**src/verilog/lsr_map.vh**
```
`ifndef LSR_MAP_VH
`define LSR_MAP_VH

// Register byte addresses
`define LSR_ADDR_DIODE1_IDEAL 8'h27
`define LSR_ADDR_DIODE2_IDEAL 8'h28
`define LSR_ADDR_DIODE3_IDEAL 8'h31
`define LSR_ADDR_UPPER_FLAGS 8'h35
`define LSR_ADDR_LOWER_FLAGS 8'h36
`define LSR_ADDR_SEVERE_FLAGS 8'h37

// Ideality register layout
`define LSR_IDEAL_RESET 8'h12
`define LSR_IDEAL_SEL_RESET 3'h2
`define LSR_IDEAL_FIXED 5'h02
`define LSR_IDEAL_SEL_MSB 2
`define LSR_IDEAL_SEL_LSB 0

// Status register layout: bits 7,6,3..0 live, bits 5,4 unused
`define LSR_FLAGS_RESET 8'h00
`define LSR_FLAGS_VALID 8'hCF
`define LSR_BIT_SENSE_VOLT 7
`define LSR_BIT_SOURCE_VOLT 6
`define LSR_BIT_DIODE3 3
`define LSR_BIT_DIODE2 2
`define LSR_BIT_DIODE1 1
`define LSR_BIT_INTERNAL 0

// Ideality factor times ten thousand, for settings 10h..17h
`define LSR_FACTOR_0 16'h2745
`define LSR_FACTOR_1 16'h2752
`define LSR_FACTOR_2 16'h2760
`define LSR_FACTOR_3 16'h276D
`define LSR_FACTOR_4 16'h277A
`define LSR_FACTOR_5 16'h2787
`define LSR_FACTOR_6 16'h2795
`define LSR_FACTOR_7 16'h27A2

// Serial bus defaults
`define LSR_SMB_ADDR_DEFAULT 7'h2A
`define LSR_UNMAPPED_READ 8'h00

`endif

```
**src/verilog/lsr_pin_sync.v**
```verilog
`default_nettype none

module lsr_pin_sync (
  // Clock and reset
  input wire core_clk_i,
  input wire rst_b_i,
  // Pin in, filtered level out
  input wire pin_i,
  output wire level_o
);

  reg s1_q;
  reg s2_q;
  reg s3_q;
  reg level_q;

  // Idle bus level is high, so reset to one
  always @(posedge core_clk_i or negedge rst_b_i) begin
    if (!rst_b_i) begin
      s1_q <= 1'b1;
      s2_q <= 1'b1;
      s3_q <= 1'b1;
      level_q <= 1'b1;
    end else begin
      s1_q <= pin_i;
      s2_q <= s1_q;
      s3_q <= s2_q;
      if (s2_q == s3_q) begin
        level_q <= s3_q;
      end
    end
  end

  assign level_o = level_q;

endmodule

`default_nettype wire

```
**src/verilog/lsr_limit_regs.v**
```verilog
`include "lsr_map.vh"
`default_nettype none

// Behaviour
// - Three ideality registers, fixed 010, 3-bit select
// - Settings 10h-17h map to ascending factors
// - Upper flags set when reading at/above limit
// - Any upper flag sets upper summary bit
// - Read clears upper flags whose condition ended
// - Unmasked flag plus met queue asserts alert
// - Upper flags latch, or follow in comparator
// - Lower flags set when reading below limit
// - Any lower flag sets lower summary bit
// - Read clears lower flags; summary if gone
// - Lower flags stay latched until read
// - Severe flags set at limit, set summary
// - Reading severe flags has no side effect
// - Severe flag self-clears below limit minus hysteresis
// - Severe summary clears when all flags clear
// - Any severe flag drives severe pin low
// - Channel block bit keeps it off alert
// - Comparator mode counts only upper limit hits
module lsr_limit_regs #(
  parameter [6:0] SMB_ADDR = `LSR_SMB_ADDR_DEFAULT
) (
  // Clock and reset
  input wire core_clk_i,
  input wire rst_b_i,
  // Serial bus pins, open drain data
  input wire smclk_i,
  input wire smdata_i,
  output wire smdata_o,
  output wire smdata_oe_o,
  // Conversion results from the comparison datapath
  input wire conv_valid_i,
  input wire [7:0] over_upper_i,
  input wire [7:0] under_lower_i,
  input wire [7:0] at_severe_i,
  input wire [7:0] below_severe_hyst_i,
  input wire [7:0] queue_met_i,
  // Alert configuration
  input wire alert_comparator_i,
  input wire [7:0] alert_block_i,
  // Main status summary bits
  output wire upper_summary_o,
  output wire lower_summary_o,
  output wire severe_summary_o,
  // Open drain output pins, active low
  output wire alert_n_o,
  output wire alert_n_oe_o,
  output wire severe_out_pin_o,
  output wire severe_out_pin_oe_o,
  // Ideality settings for the conversion engine
  output wire [2:0] diode1_factor_sel_o,
  output wire [2:0] diode2_factor_sel_o,
  output wire [2:0] diode3_factor_sel_o,
  output wire [15:0] diode1_factor_o,
  output wire [15:0] diode2_factor_o,
  output wire [15:0] diode3_factor_o
);

  localparam [2:0] S_IDLE = 3'h0;
  localparam [2:0] S_ADDR = 3'h1;
  localparam [2:0] S_ACK_WAIT = 3'h2;
  localparam [2:0] S_ACK = 3'h3;
  localparam [2:0] S_RX = 3'h4;
  localparam [2:0] S_TX = 3'h5;
  localparam [2:0] S_MACK = 3'h6;

  wire [7:0] valid_mask = `LSR_FLAGS_VALID;

  // Reset release through two flops
  reg rst_s1_q;
  reg rst_s2_q;
  wire rst_b = rst_s2_q;

  always @(posedge core_clk_i or negedge rst_b_i) begin
    if (!rst_b_i) begin
      rst_s1_q <= 1'b0;
      rst_s2_q <= 1'b0;
    end else begin
      rst_s1_q <= 1'b1;
      rst_s2_q <= rst_s1_q;
    end
  end

  // Bus pin conditioning
  wire scl_s;
  wire sda_s;

  lsr_pin_sync u_scl_sync (
    .core_clk_i(core_clk_i),
    .rst_b_i(rst_b),
    .pin_i(smclk_i),
    .level_o(scl_s)
  );

  lsr_pin_sync u_sda_sync (
    .core_clk_i(core_clk_i),
    .rst_b_i(rst_b),
    .pin_i(smdata_i),
    .level_o(sda_s)
  );

  reg scl_p_q;
  reg sda_p_q;
  wire scl_rise = scl_s & ~scl_p_q;
  wire scl_fall = ~scl_s & scl_p_q;
  wire bus_start = scl_s & scl_p_q & sda_p_q & ~sda_s;
  wire bus_stop = scl_s & scl_p_q & ~sda_p_q & sda_s;

  // Bus slave state
  reg [2:0] state_q;
  reg [2:0] bit_q;
  reg [7:0] sh_q;
  reg [7:0] ptr_q;
  reg rw_q;
  reg got_cmd_q;
  reg drive_q;

  wire [7:0] rx_byte = {sh_q[6:0], sda_s};
  wire byte_end = scl_rise & (bit_q == 3'h7);
  wire addr_hit = (sh_q[6:0] == SMB_ADDR);
  wire rd_first = (state_q == S_ADDR) & byte_end & addr_hit & sda_s;
  wire rd_next = (state_q == S_MACK) & scl_rise & ~sda_s;
  wire rd_en = rd_first | rd_next;
  wire wr_en = (state_q == S_RX) & byte_end & got_cmd_q;

  // Register storage
  reg [7:0] upper_q;
  reg [7:0] lower_q;
  reg [7:0] severe_q;
  reg upper_sum_q;
  reg lower_sum_q;
  reg severe_sum_q;
  reg alert_q;
  wire [8:0] sel_all;
  wire [47:0] factor_all;

  // Read side effects only for the two clear-on-read registers
  wire rd_upper = rd_en & (ptr_q == `LSR_ADDR_UPPER_FLAGS);
  wire rd_lower = rd_en & (ptr_q == `LSR_ADDR_LOWER_FLAGS);

  function [15:0] factor_of;
    input [2:0] sel;
    begin
      case (sel)
        3'h0: factor_of = `LSR_FACTOR_0;
        3'h1: factor_of = `LSR_FACTOR_1;
        3'h2: factor_of = `LSR_FACTOR_2;
        3'h3: factor_of = `LSR_FACTOR_3;
        3'h4: factor_of = `LSR_FACTOR_4;
        3'h5: factor_of = `LSR_FACTOR_5;
        3'h6: factor_of = `LSR_FACTOR_6;
        default: factor_of = `LSR_FACTOR_7;
      endcase
    end
  endfunction

  // Per-diode ideality select and decoded factor
  genvar gi;
  generate
    for (gi = 0; gi < 3; gi = gi + 1) begin : g_ideal
      localparam [7:0] REG_ADDR = (gi == 0) ? `LSR_ADDR_DIODE1_IDEAL :
                                  (gi == 1) ? `LSR_ADDR_DIODE2_IDEAL :
                                  `LSR_ADDR_DIODE3_IDEAL;
      reg [2:0] sel_q;
      reg [15:0] factor_q;
      always @(posedge core_clk_i or negedge rst_b) begin
        if (!rst_b) begin
          sel_q <= `LSR_IDEAL_SEL_RESET;
          factor_q <= `LSR_FACTOR_2;
        end else begin
          if (wr_en && (ptr_q == REG_ADDR)) begin
            sel_q <= rx_byte[`LSR_IDEAL_SEL_MSB:`LSR_IDEAL_SEL_LSB];
          end
          factor_q <= factor_of(sel_q);
        end
      end
      assign sel_all[gi*3 +: 3] = sel_q;
      assign factor_all[gi*16 +: 16] = factor_q;
    end
  endgenerate

  assign diode1_factor_sel_o = sel_all[2:0];
  assign diode2_factor_sel_o = sel_all[5:3];
  assign diode3_factor_sel_o = sel_all[8:6];
  assign diode1_factor_o = factor_all[15:0];
  assign diode2_factor_o = factor_all[31:16];
  assign diode3_factor_o = factor_all[47:32];

  // Limit flag events, qualified by a finished conversion
  wire [7:0] upper_evt = {8{conv_valid_i}} & over_upper_i & valid_mask;
  wire [7:0] lower_evt = {8{conv_valid_i}} & under_lower_i & valid_mask;
  wire [7:0] severe_evt = {8{conv_valid_i}} & at_severe_i & valid_mask;
  wire [7:0] severe_rel = {8{conv_valid_i}} & below_severe_hyst_i & ~at_severe_i;

  reg [7:0] upper_d;
  reg [7:0] lower_d;
  reg [7:0] severe_d;
  reg lower_sum_d;

  always @* begin
    if (alert_comparator_i) begin
      upper_d = over_upper_i & valid_mask;
    end else if (rd_upper) begin
      upper_d = over_upper_i & upper_q & valid_mask | upper_evt;
    end else begin
      upper_d = upper_q | upper_evt;
    end
    if (rd_lower) begin
      lower_d = lower_evt;
    end else begin
      lower_d = lower_q | lower_evt;
    end
    // Severe flags ignore reads entirely
    severe_d = (severe_q & ~severe_rel) | severe_evt;
    lower_sum_d = lower_sum_q;
    if (rd_lower && ((under_lower_i & valid_mask) == 8'h00)) begin
      lower_sum_d = 1'b0;
    end
    if (lower_d != 8'h00) begin
      lower_sum_d = 1'b1;
    end
  end

  // Comparator mode drops lower flags from the alert path
  wire [7:0] alert_src = alert_comparator_i ? upper_q : (upper_q | lower_q);
  wire alert_d = |(alert_src & ~alert_block_i & queue_met_i);

  always @(posedge core_clk_i or negedge rst_b) begin
    if (!rst_b) begin
      upper_q <= `LSR_FLAGS_RESET;
      lower_q <= `LSR_FLAGS_RESET;
      severe_q <= `LSR_FLAGS_RESET;
      upper_sum_q <= 1'b0;
      lower_sum_q <= 1'b0;
      severe_sum_q <= 1'b0;
      alert_q <= 1'b0;
    end else begin
      upper_q <= upper_d;
      lower_q <= lower_d;
      severe_q <= severe_d;
      upper_sum_q <= |upper_d;
      lower_sum_q <= lower_sum_d;
      severe_sum_q <= |severe_d;
      alert_q <= alert_d;
    end
  end

  assign upper_summary_o = upper_sum_q;
  assign lower_summary_o = lower_sum_q;
  assign severe_summary_o = severe_sum_q;
  assign alert_n_o = 1'b0;
  assign alert_n_oe_o = alert_q;
  assign severe_out_pin_o = 1'b0;
  assign severe_out_pin_oe_o = severe_sum_q;

  // Read data mux
  reg [7:0] rd_data;
  always @* begin
    case (ptr_q)
      // Fixed field spans bits 7..3, so bits 7:6 read zero
      `LSR_ADDR_DIODE1_IDEAL: rd_data = {`LSR_IDEAL_FIXED, sel_all[2:0]};
      `LSR_ADDR_DIODE2_IDEAL: rd_data = {`LSR_IDEAL_FIXED, sel_all[5:3]};
      `LSR_ADDR_DIODE3_IDEAL: rd_data = {`LSR_IDEAL_FIXED, sel_all[8:6]};
      `LSR_ADDR_UPPER_FLAGS: rd_data = upper_q & valid_mask;
      `LSR_ADDR_LOWER_FLAGS: rd_data = lower_q & valid_mask;
      `LSR_ADDR_SEVERE_FLAGS: rd_data = severe_q & valid_mask;
      default: rd_data = `LSR_UNMAPPED_READ;
    endcase
  end

  // Byte-level slave: sample on clock rise, drive data after clock fall
  always @(posedge core_clk_i or negedge rst_b) begin
    if (!rst_b) begin
      scl_p_q <= 1'b1;
      sda_p_q <= 1'b1;
      state_q <= S_IDLE;
      bit_q <= 3'h0;
      sh_q <= 8'h00;
      ptr_q <= 8'h00;
      rw_q <= 1'b0;
      got_cmd_q <= 1'b0;
      drive_q <= 1'b0;
    end else begin
      scl_p_q <= scl_s;
      sda_p_q <= sda_s;
      if (bus_stop) begin
        state_q <= S_IDLE;
        drive_q <= 1'b0;
      end else if (bus_start) begin
        // Repeated start keeps the pointer for read-after-command
        state_q <= S_ADDR;
        bit_q <= 3'h0;
        got_cmd_q <= 1'b0;
        drive_q <= 1'b0;
      end else begin
        case (state_q)
          S_IDLE: begin
            drive_q <= 1'b0;
          end
          S_ADDR: begin
            if (scl_rise) begin
              sh_q <= rx_byte;
              bit_q <= bit_q + 3'h1;
              if (bit_q == 3'h7) begin
                if (addr_hit) begin
                  rw_q <= sda_s;
                  state_q <= S_ACK_WAIT;
                  if (sda_s) begin
                    sh_q <= rd_data;
                    ptr_q <= ptr_q + 8'h01;
                  end
                end else begin
                  state_q <= S_IDLE;
                end
              end
            end
          end
          S_ACK_WAIT: begin
            if (scl_fall) begin
              drive_q <= 1'b1;
              state_q <= S_ACK;
            end
          end
          S_ACK: begin
            if (scl_fall) begin
              bit_q <= 3'h0;
              if (rw_q) begin
                drive_q <= ~sh_q[7];
                state_q <= S_TX;
              end else begin
                drive_q <= 1'b0;
                state_q <= S_RX;
              end
            end
          end
          S_RX: begin
            if (scl_rise) begin
              sh_q <= rx_byte;
              bit_q <= bit_q + 3'h1;
              if (bit_q == 3'h7) begin
                state_q <= S_ACK_WAIT;
                if (got_cmd_q) begin
                  ptr_q <= ptr_q + 8'h01;
                end else begin
                  ptr_q <= rx_byte;
                  got_cmd_q <= 1'b1;
                end
              end
            end
          end
          S_TX: begin
            if (scl_fall) begin
              if (bit_q == 3'h7) begin
                drive_q <= 1'b0;
                state_q <= S_MACK;
              end else begin
                drive_q <= ~sh_q[6];
                sh_q <= {sh_q[6:0], 1'b0};
                bit_q <= bit_q + 3'h1;
              end
            end
          end
          S_MACK: begin
            if (scl_rise) begin
              if (!sda_s) begin
                sh_q <= rd_data;
                ptr_q <= ptr_q + 8'h01;
                state_q <= S_ACK;
              end else begin
                state_q <= S_IDLE;
              end
            end
          end
          default: begin
            state_q <= S_IDLE;
            drive_q <= 1'b0;
          end
        endcase
      end
    end
  end

  assign smdata_o = 1'b0;
  assign smdata_oe_o = drive_q;

endmodule

`default_nettype wire

```
**config.mk**
```make
export PLATFORM = sky130hd
export DESIGN_NAME = lsr_limit_regs
export DESIGN_NICKNAME = d
export VERILOG_FILES = /design/src/verilog/lsr_pin_sync.v /design/src/verilog/lsr_limit_regs.v
export VERILOG_INCLUDE_DIRS = /design/src /design/src/verilog
export SDC_FILE = /design/constraint.sdc
export NUM_CORES = 1
export LEC_CHECK = 0
export BUFFER_PORTS_ARGS = -buffer_cell sky130_fd_sc_hd__clkbuf_2
export CORE_ASPECT_RATIO = 1.75
export CORE_MARGIN = 2
export CORE_UTILIZATION = 45
export CTS_BUF_LIST = sky130_fd_sc_hd__clkbuf_4 sky130_fd_sc_hd__clkbuf_8
export DETAILED_ROUTE_END_ITERATION = 10
export PLACE_DENSITY_LB_ADDON = 0.25
export SLEW_MARGIN = 20
export SYNTH_ARGS = -nofsm -noshare
export SYNTH_HDL_FRONTEND = slang
export SYNTH_SLANG_ARGS = --single-unit
export TNS_END_PERCENT = 30
```
**constraint.sdc**
```tcl
create_clock -name core_clk_i -period 4.87 [get_ports core_clk_i]
set_input_delay 0.487 -clock core_clk_i [delete_from_list [all_inputs] [get_ports core_clk_i]]
set_output_delay 0.487 -clock core_clk_i [all_outputs]
set_load 0.005 [all_outputs]
```
==> reports/qor.yml <==
critical_path:
  cp-endpoint: "sh_q[4]"
  regToRegEndpoint: "sh_q[4]"
  r2r_setup_slack_ns: 2.25
  required_ns: 5.13
  start_kind: "flop"
  path_class: "flop to flop"
  cp-end-kind: "flop"
  cp-startpoint: "bit_q[0]"
  rr_startpoint: "bit_q[0]"
  path_max_fanout: 13
  r2r_cells: 6
  cp.arrival_ns: 2.88
floorplan:
  die_x_um: 84.5
  core_region_area_um2: 11100
  start_util: 0.460
  row_count: 51
  io_pins: 120
  die_area_um2: 12200
  die_h_um: 145
power:
  peakVddDrop_mv: 0.159
  p_per_area_nw_per_um2: 318
  p_leak_nw: 2.53
layout:
  nets: 643
  areaGrowthSynthToFinish_pct: 10.6
  n_antenna_cell: 0
  n_fill_cell: 1061
  fin_area_um2: 5650
  drive_above_1_share: 0.260
grt:
  grt_overflow: 0
  grt_pass1_vias: 4075
  grt_pass1_wl_mm: 19.8
  grt_max_degree: 64
  antenna_found_initial: 0
  gr-usage-all-layers: 0.199
synth:
  yosysSeqAreaShare: 0.470
  synth_edf_count: 0
  synth-seq-cells: 95
  synth_area_leaders: "dfrtp_1, dfstp_2, buf_4"
  async_flop_share: 1.00
  yosysWarnings: 0
  syn_avg_cell_area_um2: 9.86
  yosys_most_used_dff: "dfrtp_1"
  synthesis.area_um2: 5100
  synth_top_area_share: 0.373
  syn_inst: 518
  synth_area_leader_cell: "dfrtp_1"
  ys_types: 64
clock_tree:
  cts-buffers-inserted: 9
  cts.sinks: 95
  cts_tree: "built"
  cts_hold_buf: 1
  h-tree-depth: 3
  clk_latency_ns: 0.38
  clock_path_buffers: 2
  clock-root-buffer: "clkbuf_8"
  path_clk_slew_ns: 0.09
  cts_resized: 0
  post_cts_buffers: 0
hold_path:
  hold_path.class: "input pin to flop"
timing:
  setup_tns_ns: 0
  clock_skew_ns: 0.00948
  period_minus_slack_ns: 2.62
  tightest_slew_ns: 0.877
  finalSetupViolations: 0
  post-route-period-util: 0.538
  finalMaxSlewViolations: 0
  hold_viol_final: 0
  relSlewSlack: 0.415
  rsz0062_at_grt: "false"
  max_freq_ghz: 0.382
placed_design:
  place.gp.congestion: 0.875
  dp_hpwl_mm: 8.88
  place_area_um2: 5450
  port_buffers: 88
detailed_routing:
  viasPerCell: 5.65
  route.detailed.drc: 0
  via_count: 4070
  drt-pass1-iter-count: 5
  totalWireLength_mm: 11.7
  routedWlPerCell_um: 16.3
  drt_iter0_drc: 181
  ant_nets: 0
run:
  max_cap_violations: 0
outcome:
  status: "finished, final reports clean"
-- metrics by stage --
stage / instances / power, mW / utilization / setup WS, ns / hold slack, ns
2_1_floorplan: 544 / 1.21 / - / 2.06 / 0.191
3_3_place_gp: 703 / 1.30 / 0.491 / 2.28 / 0.265
3_5_place_dp: 703 / 1.32 / 0.491 / 2.26 / 0.273
4_1_cts: 720 / 1.82 / 0.509 / 2.25 / 0.165
5_1_grt: 720 / 1.90 / 0.509 / 1.98 / 0.171
6_report: 720 / 1.80 / 0.509 / 2.25 / 0.186
-- flip-flops by register name, indices dropped and copies added, names as in the netlist, 7 cells and up --
register,count
lower_q,8
upper_q,8
diode2_factor_o,7
sh_q,8
diode3_factor_o,7
ptr_q,8
severe_q,8
diode1_factor_o,7
-- worst min-delay path by stage --
stage | endpoint | cells after the start | slack, ns | start
2_1_floorplan | rst_b | 0 | 0.19 | rst_b_i
3_3_place_gp | bit_q[2] | 0 | 0.27 | rst_b
3_5_place_dp | bit_q[2] | 0 | 0.27 | rst_b
4_1_cts | u_scl_sync.s1_q | 1 | 0.17 | smclk_i
5_1_grt | u_scl_sync.s1_q | 1 | 0.17 | smclk_i
6_report | u_scl_sync.s1_q | 1 | 0.19 | smclk_i
-- cell usage in the layout (no fill, tap or decap), drive strengths merged, types with 9 or more instances in the layout --
cell,n
clkbuf,98
dfrtp,76
nand2,47
a21oi,30
conb,28
o21ai,26
nor2,20
dfstp,19
inv,18
mux2,15
a22o,14
nor3,11
nand3,11
nand2b,10
nand4,10
nor3b,10
a31oi,9
-- worst max-delay path, stage by stage, from the launching register on --
cell,delay (ns)
dfrtp_1,0.41
ha_1,0.20
ha_1,0.27
nor3b_1,0.28
a211oi_1,0.16
a311oi_2,0.77
mux2_2,0.41
-- area by class of cell --
type                    count  area [µm²]  share of cell area
multi-input cells         370        2370               0.420
inverters                  17        63.8              0.0113
flip-flops and latches     95        2400               0.426
well taps                 132         165              0.0292
clock inverters             6        53.8             0.00953
clock buffers              10         131              0.0233
repair buffers             90         458              0.0811
-- power breakdown --
group | switching, mW | leakage [nW] | internal, mW | total (mW)
Clock | 0.296 | 0.0860 | 0.199 | 0.495
Combinational | 0.169 | 1.32 | 0.154 | 0.323
Sequential | 0.116 | 1.12 | 0.863 | 0.978
-- metal layers --
metal	GRT usage	routed length (µm)
met3	0.0398	386
met1	0.213	4360
met4	0.0952	306
met2	0.363	6650
met5	0	0
-- kinds of logic (layout without fill, tap and decap cells) --
kind of cell / after synthesis / after routing / synth area share
fa+ha+maj: 10 / 10 / 0.0225
xor+xnor: 9 / 9 / 0.0154
mux: 19 / 19 / 0.0409
simple gates: 176 / 176 / 0.195
other cells: 2 / 28 / 0.00147
flops: 95 / 95 / 0.470
compound gates: 128 / 128 / 0.170
buf+inv: 79 / 123 / 0.0846
-- Yosys cell counts, drive strengths merged (6+ instances only) --
cell type  instances
dfrtp             76
nand2             47
buf               40
a21oi             30
o21ai             26
clkbuf            22
nor2              20
dfstp             19
inv               16
mux2              15
a22o              14
nand3             11
nor3              11
nand2b            10
nand4             10
nor3b             10
a31oi              9
and2               8
nor4               8
a22oi              7
nor2b              7
o21a               7
xnor2              7
ha                 6
nand3b             6
Note: power is estimated with default switching activity, not from simulation.
